### src/core/phyx_pkg.sv
// Package for the extended control and status register slice.
// Assumes one 100 MHz clock shared with the management frame engine.
package phyx_pkg;

    localparam int unsigned REG_ADDR_W = 5;
    localparam int unsigned REG_DATA_W = 16;
    localparam int unsigned PAGE_CODE_W = 4;
    localparam int unsigned PROG_W = 3;

    // Register numbers on the management bus.
    localparam logic [4:0] ADDR_PARTNER_PAGE = 5'h08;
    localparam logic [4:0] ADDR_RSVD_FIRST   = 5'h09;
    localparam logic [4:0] ADDR_RSVD_LAST    = 5'h0F;
    localparam logic [4:0] ADDR_EXT_CTRL     = 5'h10;
    localparam logic [4:0] ADDR_QUICK_POLL   = 5'h11;

    // Extended control field positions.
    localparam int unsigned CTL_CIPHER_DIS = 0;
    localparam int unsigned CTL_TX_INVALID = 2;
    localparam int unsigned CTL_NRZI       = 3;
    localparam int unsigned CTL_CIPHER_TST = 5;

    // Writable bits of extended control; all others store zero.
    localparam logic [15:0] CTL_WR_MASK = 16'h002D;
    localparam logic [15:0] CTL_RESET   = 16'h0008;

    // Quick poll status field positions.
    localparam int unsigned QP_DUPLEX  = 14;
    localparam int unsigned QP_PROG_LO = 11;

    localparam logic [15:0] ZERO_WORD = 16'h0000;
    localparam logic [2:0]  PROG_RESET = 3'h0;
    localparam logic [3:0]  PAGE_RESET = 4'h0;
    localparam logic        DUPLEX_RESET = 1'h0;

    // One management access, already deframed from the serial bus.
    typedef struct packed {
        logic        rd;
        logic        wr;
        logic [4:0]  addr;
        logic [15:0] wdata;
    } phyx_req_t;

    // Read answer to the frame engine.
    typedef struct packed {
        logic        valid;
        logic [15:0] data;
    } phyx_rsp_t;

endpackage

### src/core/phyx_regs.sv
// Extended control and quick poll status registers with partner page code bits.
// Assumes the management frame engine hands over one deframed access per pulse,
// and that status inputs are synchronous to sys_clk.
// Behaviour
// - Partner page bits above the code bits, read-only, zero.
// - Page code bits copied verbatim from partner page.
// - Registers nine to fifteen reserved, no function.
// - Invalid code transmit only when its bit set.
// - Scrambler active unless cipher-disable bit set.
// - Duplex status read-only, one means full.
// - Progress code top bit latched, reset zero.
// - Progress code middle bit latched, reset zero.
// - Progress bits form one jointly decoded code.
// - Quick poll register upper bits are read-only.
// - Progress code low bit latched, reset zero.
`timescale 1ns/1ps

module phyx_regs
    import phyx_pkg::*;
#(
    parameter int unsigned DATA_W = REG_DATA_W
)
(
    // Clock and reset
    input  wire logic                   sys_clk,
    input  wire logic                   rst_n,
    // Management access port
    input  wire phyx_req_t              mgmtReq,
    output phyx_rsp_t                   mgmtRsp,
    // Link partner next page
    input  wire logic                   pageRxStrobe,
    input  wire logic [PAGE_CODE_W-1:0] pageRxCode,
    // Negotiation state
    input  wire logic                   duplexFull,
    input  wire logic [PROG_W-1:0]      progressCode,
    // Transmit path controls
    output logic                        txInvalidCodes,
    output logic                        cipherBypass,
    output logic                        nrziEncode,
    output logic                        cipherTestMode
);

    // Only 16-bit management words are served.
    if (DATA_W != REG_DATA_W)
    begin : g_bad_width
        $error("phyx_regs supports only 16-bit management data");
    end

    // The duplex bit and the progress code must fit the quick poll word without overlap.
    if ((QP_PROG_LO + PROG_W > QP_DUPLEX) || (PAGE_CODE_W > DATA_W))
    begin : g_bad_layout
        $error("phyx_regs quick poll or page fields do not fit the word");
    end

    logic [PAGE_CODE_W-1:0] pageCode_q;
    logic [DATA_W-1:0]      ctl_q;
    logic [PROG_W-1:0]      progLatch_q;
    logic [PROG_W-1:0]      progLatch_d;
    logic                   duplex_q;
    logic                   rspValid_q;
    logic [DATA_W-1:0]      rspData_q;
    logic [DATA_W-1:0]      pageWord;
    logic [DATA_W-1:0]      pollWord;
    logic [DATA_W-1:0]      rdWord;
    logic                   pageSel;
    logic                   ctlSel;
    logic                   pollSel;
    logic                   rsvdSel;
    logic                   ctlWrite;
    logic                   pollRead;

    // Address decode of the current management access.
    assign pageSel  = (mgmtReq.addr == ADDR_PARTNER_PAGE);
    assign ctlSel   = (mgmtReq.addr == ADDR_EXT_CTRL);
    assign pollSel  = (mgmtReq.addr == ADDR_QUICK_POLL);
    assign rsvdSel  = (mgmtReq.addr >= ADDR_RSVD_FIRST) && (mgmtReq.addr <= ADDR_RSVD_LAST);
    assign ctlWrite = mgmtReq.wr && ctlSel;
    assign pollRead = mgmtReq.rd && pollSel;

    // Page code follows the received page exactly, with no interpretation.
    always_ff @(posedge sys_clk or negedge rst_n)
    begin
        if (!rst_n)
        begin
            pageCode_q <= PAGE_RESET;
        end
        else if (pageRxStrobe)
        begin
            pageCode_q <= pageRxCode;
        end
    end

    // Only the documented option bits store; reserved bits always hold zero.
    // Writes to any other address are dropped without effect.
    always_ff @(posedge sys_clk or negedge rst_n)
    begin
        if (!rst_n)
        begin
            ctl_q <= CTL_RESET;
        end
        else if (ctlWrite)
        begin
            ctl_q <= mgmtReq.wdata & CTL_WR_MASK;
        end
    end

    assign txInvalidCodes = ctl_q[CTL_TX_INVALID];
    assign cipherBypass   = ctl_q[CTL_CIPHER_DIS];
    assign nrziEncode     = ctl_q[CTL_NRZI];
    assign cipherTestMode = ctl_q[CTL_CIPHER_TST];

    // The progress code keeps the highest value seen since the last poll read.
    // A read restarts from the live code, so progress made during the read stays.
    always_comb
    begin
        if (pollRead)
        begin
            progLatch_d = progressCode;
        end
        else if (progressCode > progLatch_q)
        begin
            progLatch_d = progressCode;
        end
        else
        begin
            progLatch_d = progLatch_q;
        end
    end

    always_ff @(posedge sys_clk or negedge rst_n)
    begin
        if (!rst_n)
        begin
            progLatch_q <= PROG_RESET;
        end
        else
        begin
            progLatch_q <= progLatch_d;
        end
    end

    // Duplex follows the resolved mode with one cycle of lag.
    always_ff @(posedge sys_clk or negedge rst_n)
    begin
        if (!rst_n)
        begin
            duplex_q <= DUPLEX_RESET;
        end
        else
        begin
            duplex_q <= duplexFull;
        end
    end

    // Partner page word: only the low code bits live here, the rest read zero.
    always_comb
    begin
        pageWord                  = ZERO_WORD;
        pageWord[PAGE_CODE_W-1:0] = pageCode_q;
    end

    // Quick poll word: duplex and the latched progress code; other bits read zero.
    always_comb
    begin
        pollWord                       = ZERO_WORD;
        pollWord[QP_DUPLEX]            = duplex_q;
        pollWord[QP_PROG_LO +: PROG_W] = progLatch_q;
    end

    // Read multiplexer; quick poll has no write path at all.
    always_comb
    begin
        rdWord = ZERO_WORD;
        if (pageSel)
        begin
            rdWord = pageWord;
        end
        else if (ctlSel)
        begin
            rdWord = ctl_q;
        end
        else if (pollSel)
        begin
            rdWord = pollWord;
        end
        else if (rsvdSel)
        begin
            rdWord = ZERO_WORD;
        end
    end

    // The answer strobe lasts one cycle after each read.
    always_ff @(posedge sys_clk or negedge rst_n)
    begin
        if (!rst_n)
        begin
            rspValid_q <= 1'h0;
        end
        else
        begin
            rspValid_q <= mgmtReq.rd;
        end
    end

    // Read data stays put until the next read answer replaces it.
    always_ff @(posedge sys_clk or negedge rst_n)
    begin
        if (!rst_n)
        begin
            rspData_q <= ZERO_WORD;
        end
        else if (mgmtReq.rd)
        begin
            rspData_q <= rdWord;
        end
    end

    // Both response fields come straight from flip-flops.
    assign mgmtRsp = '{valid: rspValid_q, data: rspData_q};

endmodule // phyx_regs

### config.mk
export PLATFORM = sky130hd
export DESIGN_NAME = phyx_regs
export DESIGN_NICKNAME = d
export VERILOG_FILES = /design/src/core/phyx_pkg.sv /design/src/core/phyx_regs.sv
export SDC_FILE = /design/constraint.sdc
export NUM_CORES = 1
export LEC_CHECK = 0
export ABC_CLOCK_PERIOD_IN_PS = 2800
export BUFFER_PORTS_ARGS = -buffer_cell sky130_fd_sc_hd__buf_2
export CAP_MARGIN = 40
export CORE_ASPECT_RATIO = 0.8
export CORE_UTILIZATION = 47
export DETAILED_ROUTE_END_ITERATION = 8
export HOLD_SLACK_MARGIN = 0.12
export PLACE_DENSITY = 0.94
export SYNTH_ARGS = -nofsm -noshare
export SYNTH_HDL_FRONTEND = slang
export SYNTH_SLANG_ARGS = --single-unit
### constraint.sdc
create_clock -name sys_clk -period 2.8 [get_ports sys_clk]
set_clock_uncertainty 0.1 [all_clocks]
set_input_delay 0.28 -clock sys_clk [delete_from_list [all_inputs] [get_ports sys_clk]]
set_output_delay 0.28 -clock sys_clk [all_outputs]
set_load 0.05 [all_outputs]
; Yosys cells after proc, flatten, opt, wreduce, memory -nomap -nowiden
; Index checks and enable logic that the tools add are counted.
[classes]
n_reduce_logical = 3
n_lt_le_gt_ge = 1
muxes = 5
eq_ne = 3
[op_table]
columns = op, n
row1 = $mux 15, 2
row2 = $mux 16, 1
row3 = $eq 5x5->1 const B, 2
row4 = $mux 3, 2
row5 = $eq 5x4->1 const B, 1
row6 = $gt 3x3->1, 1
row7 = $logic_and 1x1->1, 2
row8 = $reduce_bool 2->1, 1
[word_totals]
input_bits = 34
regBits = 29
output_inout_bits = 21

; Logic depth before layout (Yosys ltp)
; Gate-level depths: netlist of the first run.
[depth]
depth_word = 4
depth_mapped = 5
depth_no_buf = 5

; Least setup slack after synthesis of the first run
; OpenSTA, ideal clock, no wires.
[synth_path]
path_kind = input to register
startpoint = in mgmtReq[19] (netlist name)
endpoint = reg ctl_q[0]
setup_ns = 0.125
setup_slack_ns = 1.269
arrival_ns = 1.306
required_ns = 2.575
path_buffers = 1
stages = 4
path_cell_list = nand2b_1 -> or4_4 -> buf_6 -> mux2_4
[synth_via]
elab_chain_len = 2
[synth_rtl]
columns = element, line_no
row1 = start: declaration, phyx_regs.sv:28  ; input wire phyx_req_t mgmtReq,
row2 = $eq 5x5->1, phyx_regs.sv:74  ; assign ctlSel = (mgmtReq.addr == ADDR_EXT_CTRL);
row3 = $logic_and 1x1->1, phyx_regs.sv:77  ; assign ctlWrite = mgmtReq.wr && ctlSel;
row4 = end signal: assignment, phyx_regs.sv:103  ; ctl_q <= mgmtReq.wdata & CTL_WR_MASK;
row5 = end: declaration, phyx_regs.sv:56  ; logic [DATA_W-1:0] ctl_q;
; Every way passes these cells.
; A chain may end at the register's enable or synchronous reset.

==> impl_metrics.toml, run 1 <==
[outcome]
outcome = "completed"

[logic_synthesis]
ys_seq_area_share_pct = 51.5
yosysUniqueCellTypes = 24
synth_edf_count = 0
synth_ff_type = "dfrtp_1"
synthArstFlopShare_pct = 100
synth_area_um2 = 1070
yosys_register_bits = 22
yosysWarnings = 0
syn-instance-count = 86
avgSynthCellArea_um2 = 12.5

[clocking]
cts_buffers = 3
clkLatencyLatePin_ns = 0.31
cts_post_setup_buffers_inserted = 0
clock_path_buffers = 2
cts_tree = "yes"
htree_levels = 1
cts.sink_count = 22
root_buffer = "clkbuf_4"
path_clk_slew_ns = 0.12

[critical_path]
r2r_start = "progLatch_q[2]"
cp_top_family = "simple AND/OR/NAND/NOR gates"
path_class = "in -> reg"
arrival_ns = 2.15
crit_path_start = "mgmtReq[22]"
crit_fanout = 7
slowest_stage = "nor4_1"
path_cells = "dlygate4sd3_1, buf_2, nand2b_1, nor4_1, a221o_1"
endpoint_kind = "register"
slowest_delay_ns = 0.69
start_kind = "primary input"
required_ns = 2.95
worst-path-buf-inv = 2

[place]
placed_cell_area_um2 = 1230
io_buffers = 35
dp_slack_ns = 1.12
gp_congestion = 0.901
post-dp-hpwl_um = 1860
dp.cells = 143

[route]
wl_met2_um = 1170
drt_drc_violations_left = 0
dr.pass1.iters = 4
drt-total-wl_um = 2400
drtIter0Drc = 25
top_layer = "met4"
viasPerCell = 5.44
m1WireLength_um = 998
wl_met3_um = 169
via_count = 860
wl_per_cell_um = 15.2
ant_nets = 0

[floorplanning]
die_h_um = 44.7
core_um2 = 2160
start_util_pct = 49.7
io_pins = 55
die_w_um = 55.4
fp-row-count = 15
die_area_um2 = 2480

[finish]
synthToLayoutAreaGrowth_pct = 28.4
design_area_um2 = 1380
layout.nets = 171
n_antenna_cell = 0
stdcell_count = 158
drive_gt1_share_pct = 37.6
final_common_cell = "buf_2"
final_cell_mix = "buf_2, dfrtp_1, dlygate4sd3_1"
fin_util_pct = 63.8

[power]
combPwrFrac_pct = 34.7
p_sw_mw = 0.312
p_per_area_nw_per_um2 = 633
p_int_mw = 0.560
power_mw = 0.872
p_clk_share_pct = 19.8
p_sw_share_pct = 35.8
p_leak_nw = 0.708
seqPwrFrac_pct = 45.5
max-vdd-ir-drop_uv = 408

[timing]
fin_crit_sh_pct = 71.2
setup_ws_ns = 0.807
worstMarginPinSlew_ns = 0.873
rsz0062_at_grt = "false"
period_minus_slack_ns = 1.99
slew_violations = 0
max_freq_mhz = 502
hold_viol = 0
holdWs_ns = 0.155
maxSlewHeadroom_pct = 41.3
setup_tns_ns = 0
setup_viol = 0

[global_routing]
grt_pass1_wl_um = 4150
grt_pass1_vias = 854
track_usage_pct = 22.3
antenna_found_initial = 0
grt_max_degree = 23
grt.overflow.total = 0

[run]
drv_cap = 0

[min_path]
min_from = "progressCode[0]"
min_path_type = "in -> reg"
[worst paths after layout]
check                      slack [ns]              to  cells past startpoint
setup / recovery                 0.81    rspData_q[2]                      5
hold / removal                   0.16  progLatch_q[0]                      3
setup reg to reg                 1.20  progLatch_q[0]                      5
hold reg to reg                  0.41   rspData_q[14]                      1
max in group asynchronous        1.91        ctl_q[3]                      2
min in group asynchronous        0.34    rspData_q[3]                      2
[cells by family (layout without fill, tap and decap cells)]
logic type,Yosys count,in the layout,share of synthesized area [%]
muxes,8,8,9.80
other,1,7,0.350
and+or+nand+nor,19,19,12.1
buffers and inverters,13,54,8.05
DFF,22,22,51.5
AOI/OAI and AO/OA,20,20,14.7
adders and majority gates,3,3,3.50
[synth_stat cells, types with 2 or more instances]
| library cell | number | area [um^2] |
|---|---|---|
| o211ai_1 | 6 | 45.0 |
| buf_4 | 8 | 60.1 |
| dfrtp_1 | 21 | 526 |
| mux2_2 | 4 | 45.0 |
| inv_1 | 4 | 15.0 |
| nand2b_1 | 4 | 25.0 |
| nor2b_1 | 4 | 25.0 |
| a221o_1 | 3 | 30.0 |
| o21ai_0 | 3 | 15.0 |
| nor4_1 | 2 | 12.5 |
| a22o_1 | 6 | 52.6 |
| nand3_1 | 4 | 20.0 |
| mux2_4 | 4 | 60.1 |
| ha_1 | 3 | 37.5 |
[worst reg2reg max path: stages (launching register included)]
cell and delay (ns):
dfrtp_1 0.39, inv_1 0.05, ha_1 0.31, and3b_1 0.25, o21a_1 0.23, o211ai_1 0.20
[state kept, by name, summed over array words and instances (netlist names)]
name / flops
duplex_q: 1
rspValid_q: 1
pageCode_q: 4
ctl_q: 4
rspData_q: 9
progLatch_q: 3
[timing repair]
item	4_1_cts	5_1_grt
hold buffers	11	0
hold endpoints to repair	31	0
gates resized for setup	0	0
[final cells by class]
class                           instances  area [um^2]
Inverter                                4         15.0
Sequential cell                        22          552
Clock buffer                            4         36.3
Timing Repair Buffer                   46          285
Multi-Input combinational cell         57          457
Fill cell                             170          782
Tap cell                               25         31.3
[routing by layer]
| metal | track usage [%] | up-vias |
|---|---|---|
| li1 | - | 399 |
| met1 | 25.8 | 406 |
| met2 | 41.2 | 47 |
| met3 | 6.30 | 8 |
| met4 | 7.50 | 0 |
| met5 | 0 | - |
[power by group through the flow]
stage	registers, mW	logic, mW	clock network [mW]
after global placement	0.400	0.263	0
after CTS	0.397	0.299	0.174
after global routing	0.403	0.331	0.186
after detailed placement	0.404	0.286	0
after floorplan	0.442	0.168	0
final	0.396	0.303	0.172
No activity file was read; power rests on OpenSTA's default activity.
==> run 2, diff against run 1 <==
--- a/config.mk
+++ b/config.mk
@@ -5,14 +5,15 @@
 export SDC_FILE = /design/constraint.sdc
 export NUM_CORES = 1
 export LEC_CHECK = 0
-export ABC_CLOCK_PERIOD_IN_PS = 2800
+export ABC_AREA = 1
+export ABC_CLOCK_PERIOD_IN_PS = 1830
 export BUFFER_PORTS_ARGS = -buffer_cell sky130_fd_sc_hd__buf_2
 export CAP_MARGIN = 40
 export CORE_ASPECT_RATIO = 0.8
-export CORE_UTILIZATION = 47
+export CORE_UTILIZATION = 40
 export DETAILED_ROUTE_END_ITERATION = 8
 export HOLD_SLACK_MARGIN = 0.12
-export PLACE_DENSITY = 0.94
+export PLACE_DENSITY = 0.87
 export SYNTH_ARGS = -nofsm -noshare
 export SYNTH_HDL_FRONTEND = slang
 export SYNTH_SLANG_ARGS = --single-unit
==> constraint.sdc (replaced) <==
create_clock -name sys_clk -period 1.83 [get_ports sys_clk]
set_clock_uncertainty 0.1 [all_clocks]
set_input_delay 0.183 -clock sys_clk [delete_from_list [all_inputs] [get_ports sys_clk]]
set_output_delay 0.183 -clock sys_clk [all_outputs]
set_load 0.05 [all_outputs]
==> impl_metrics.toml, run 2 <==
[clocking]
path_clk_slew_ns = 0.12
root_buffer = "clkbuf_4"
cts_buffers = 3
cts.sink_count = 22
clock_path_buffers = 2
cts_post_setup_buffers_inserted = 0
htree_levels = 1
clkLatencyLatePin_ns = 0.31
cts_tree = "yes"

[finish]
n_antenna_cell = 0
layout.nets = 211
final_cell_mix = "buf_2, nand2_1, dlygate4sd3_1"
largest_register_ffs = 9
top_register = "rspData_q"
synthToLayoutAreaGrowth_pct = 41.1
fin_util_pct = 60.9
drive_gt1_share_pct = 28.9
final_common_cell = "buf_2"
top_regs = "rspData_q (9), ctl_q (4), pageCode_q (4)"
stdcell_count = 209

[route]
ant_nets = 0
drt-total-wl_um = 2440
dr.pass1.iters = 4
drt_drc_violations_left = 0
via_count = 996
drtIter0Drc = 22
wl_per_cell_um = 11.7
viasPerCell = 4.77

[critical_path]
path_class = "in -> reg"
reg2reg_slack_ns = 0.33
endpoint_kind = "register"
r2r_end = "progLatch_q[0]"
arrival_ns = 1.74
start_kind = "primary input"
required_ns = 1.94
r2r_cells = 8
r2r_start = "progLatch_q[2]"
crit_fanout = 4

[power]
power_mw = 1.34
seqPwrFrac_pct = 44.9
max-vdd-ir-drop_uv = 592
p_clk_share_pct = 19.8
p_per_area_nw_per_um2 = 880
combPwrFrac_pct = 35.3
p_leak_nw = 0.828
p_int_mw = 0.850
p_sw_share_pct = 36.6
p_sw_mw = 0.491

[timing]
hold_viol = 0
slew_violations = 0
period_minus_slack_ns = 1.63
rsz0062_at_grt = "false"
holdWs_ns = 0.134
setup_tns_ns = 0
max_freq_mhz = 615
setup_viol = 0
fin_crit_sh_pct = 88.9

[run]
drv_cap = 0

[logic_synthesis]
synth_edf_count = 0
synth_ff_type = "dfrtp_1"
synth_area_um2 = 1080
yosysUniqueCellTypes = 19
netlist_top_cells_area = "dfrtp_1, nand2_1, buf_4"
yosys_register_bits = 22
yosysTopAreaCellShare_pct = 48.7
avgSynthCellArea_um2 = 9.47
syn-instance-count = 114
synth.most_common_cell = "nand2_1"
synthArstFlopShare_pct = 100
yosysWarnings = 0
ys_seq_area_share_pct = 51.1
yosys.area.top_type = "dfrtp_1"
synth_commonest_cells = "nand2_1, dfrtp_1, inv_1, buf_4, nand4_1"

[place]
post-dp-hpwl_um = 1710
dp.cells = 182
gp_congestion = 0.772
io_buffers = 35

[floorplanning]
io_pins = 55
fp-row-count = 16
die_h_um = 48.5
die_area_um2 = 2910
start_util_pct = 43.2
die_w_um = 60.1
core_um2 = 2500

[min_path]
whs_endpoint = "rspData_q[5]"
min_from = "mgmtReq[19]"
min_delay_path_depth = 4
min_path_type = "in -> reg"

[global_routing]
grt.overflow.total = 0
grt_pass1_vias = 1038
grt_pass1_wl_um = 4180
track_usage_pct = 19.3
grt_max_degree = 23
antenna_found_initial = 0

[outcome]
outcome = "completed"
run 2: cell families after synthesis:
kind of cell	share of synthesized area [%]
AND/OR/NAND/NOR	24.9
adder cells (fa/ha/maj)	3.48
flip-flops	51.1
multiplexers	4.17
buffers and inverters	10.9
other	0.347
AO/OA/AOI/OAI	5.10
run 2: worst max-delay path by stage:
stage                     depth (start not counted)              to  slack [ns]       startpoint
after floorplan                                   8  progLatch_q[0]        0.52   progLatch_q[2]
after global placement                            8  progLatch_q[2]        0.45   progLatch_q[2]
after detailed placement                          8  progLatch_q[2]        0.36   progLatch_q[2]
after CTS                                         9  progLatch_q[2]        0.26  progressCode[2]
after global routing                              9  progLatch_q[2]        0.11  progressCode[2]
final                                             9  progLatch_q[0]        0.20  progressCode[2]
run 2: what timing repair did:
| item | in CTS | in global routing |
|---|---|---|
| hold endpoints to repair | 38 | 1 |
| hold buffers | 22 | 1 |
| resized for setup | 0 | 0 |
run 2: power groups by stage:
stage          Sequential (mW)  Clock [mW]  Combinational, mW
2_1_floorplan            0.668           0              0.240
3_3_place_gp             0.603           0              0.382
3_5_place_dp             0.609           0              0.408
4_1_cts                  0.599       0.270              0.467
5_1_grt                  0.608       0.298              0.528
6_report                 0.602       0.265              0.473
run 2: area by class of cell:
class | count | area, um^2
fillers | 192 | 978
repair buffers | 58 | 405
flip-flops and latches | 22 | 552
well taps | 36 | 45.0
inverters | 14 | 52.6
clock buffers | 4 | 36.3
multi-input cells | 75 | 433
run 2: layer usage:
metal	global-route usage, %	share of wire (%)	vias to the layer above
li1	-	-	475
met1	21.6	41	461
met2	34.3	50	50
met3	5.61	6.0	10
met4	6.59	3.0	0
met5	0	0	-
run 2: stage by stage:
stage,setup WS (ns),cell area (um^2)
floorplan,0.520,1100
detailed placement,0.362,1260
finish,0.203,1520
global route,0.107,1520
global placement,0.452,1260
CTS,0.260,1510
run 2: worst max-delay path, cell delays in order:
cell and delay, ns:
dlygate4sd3_1 0.55, buf_2 0.13, ha_1 0.32, a21oi_1 0.13, nand2_1 0.06, nand2_1 0.13
nand2_2 0.09, nand2_1 0.08, nand2_1 0.05
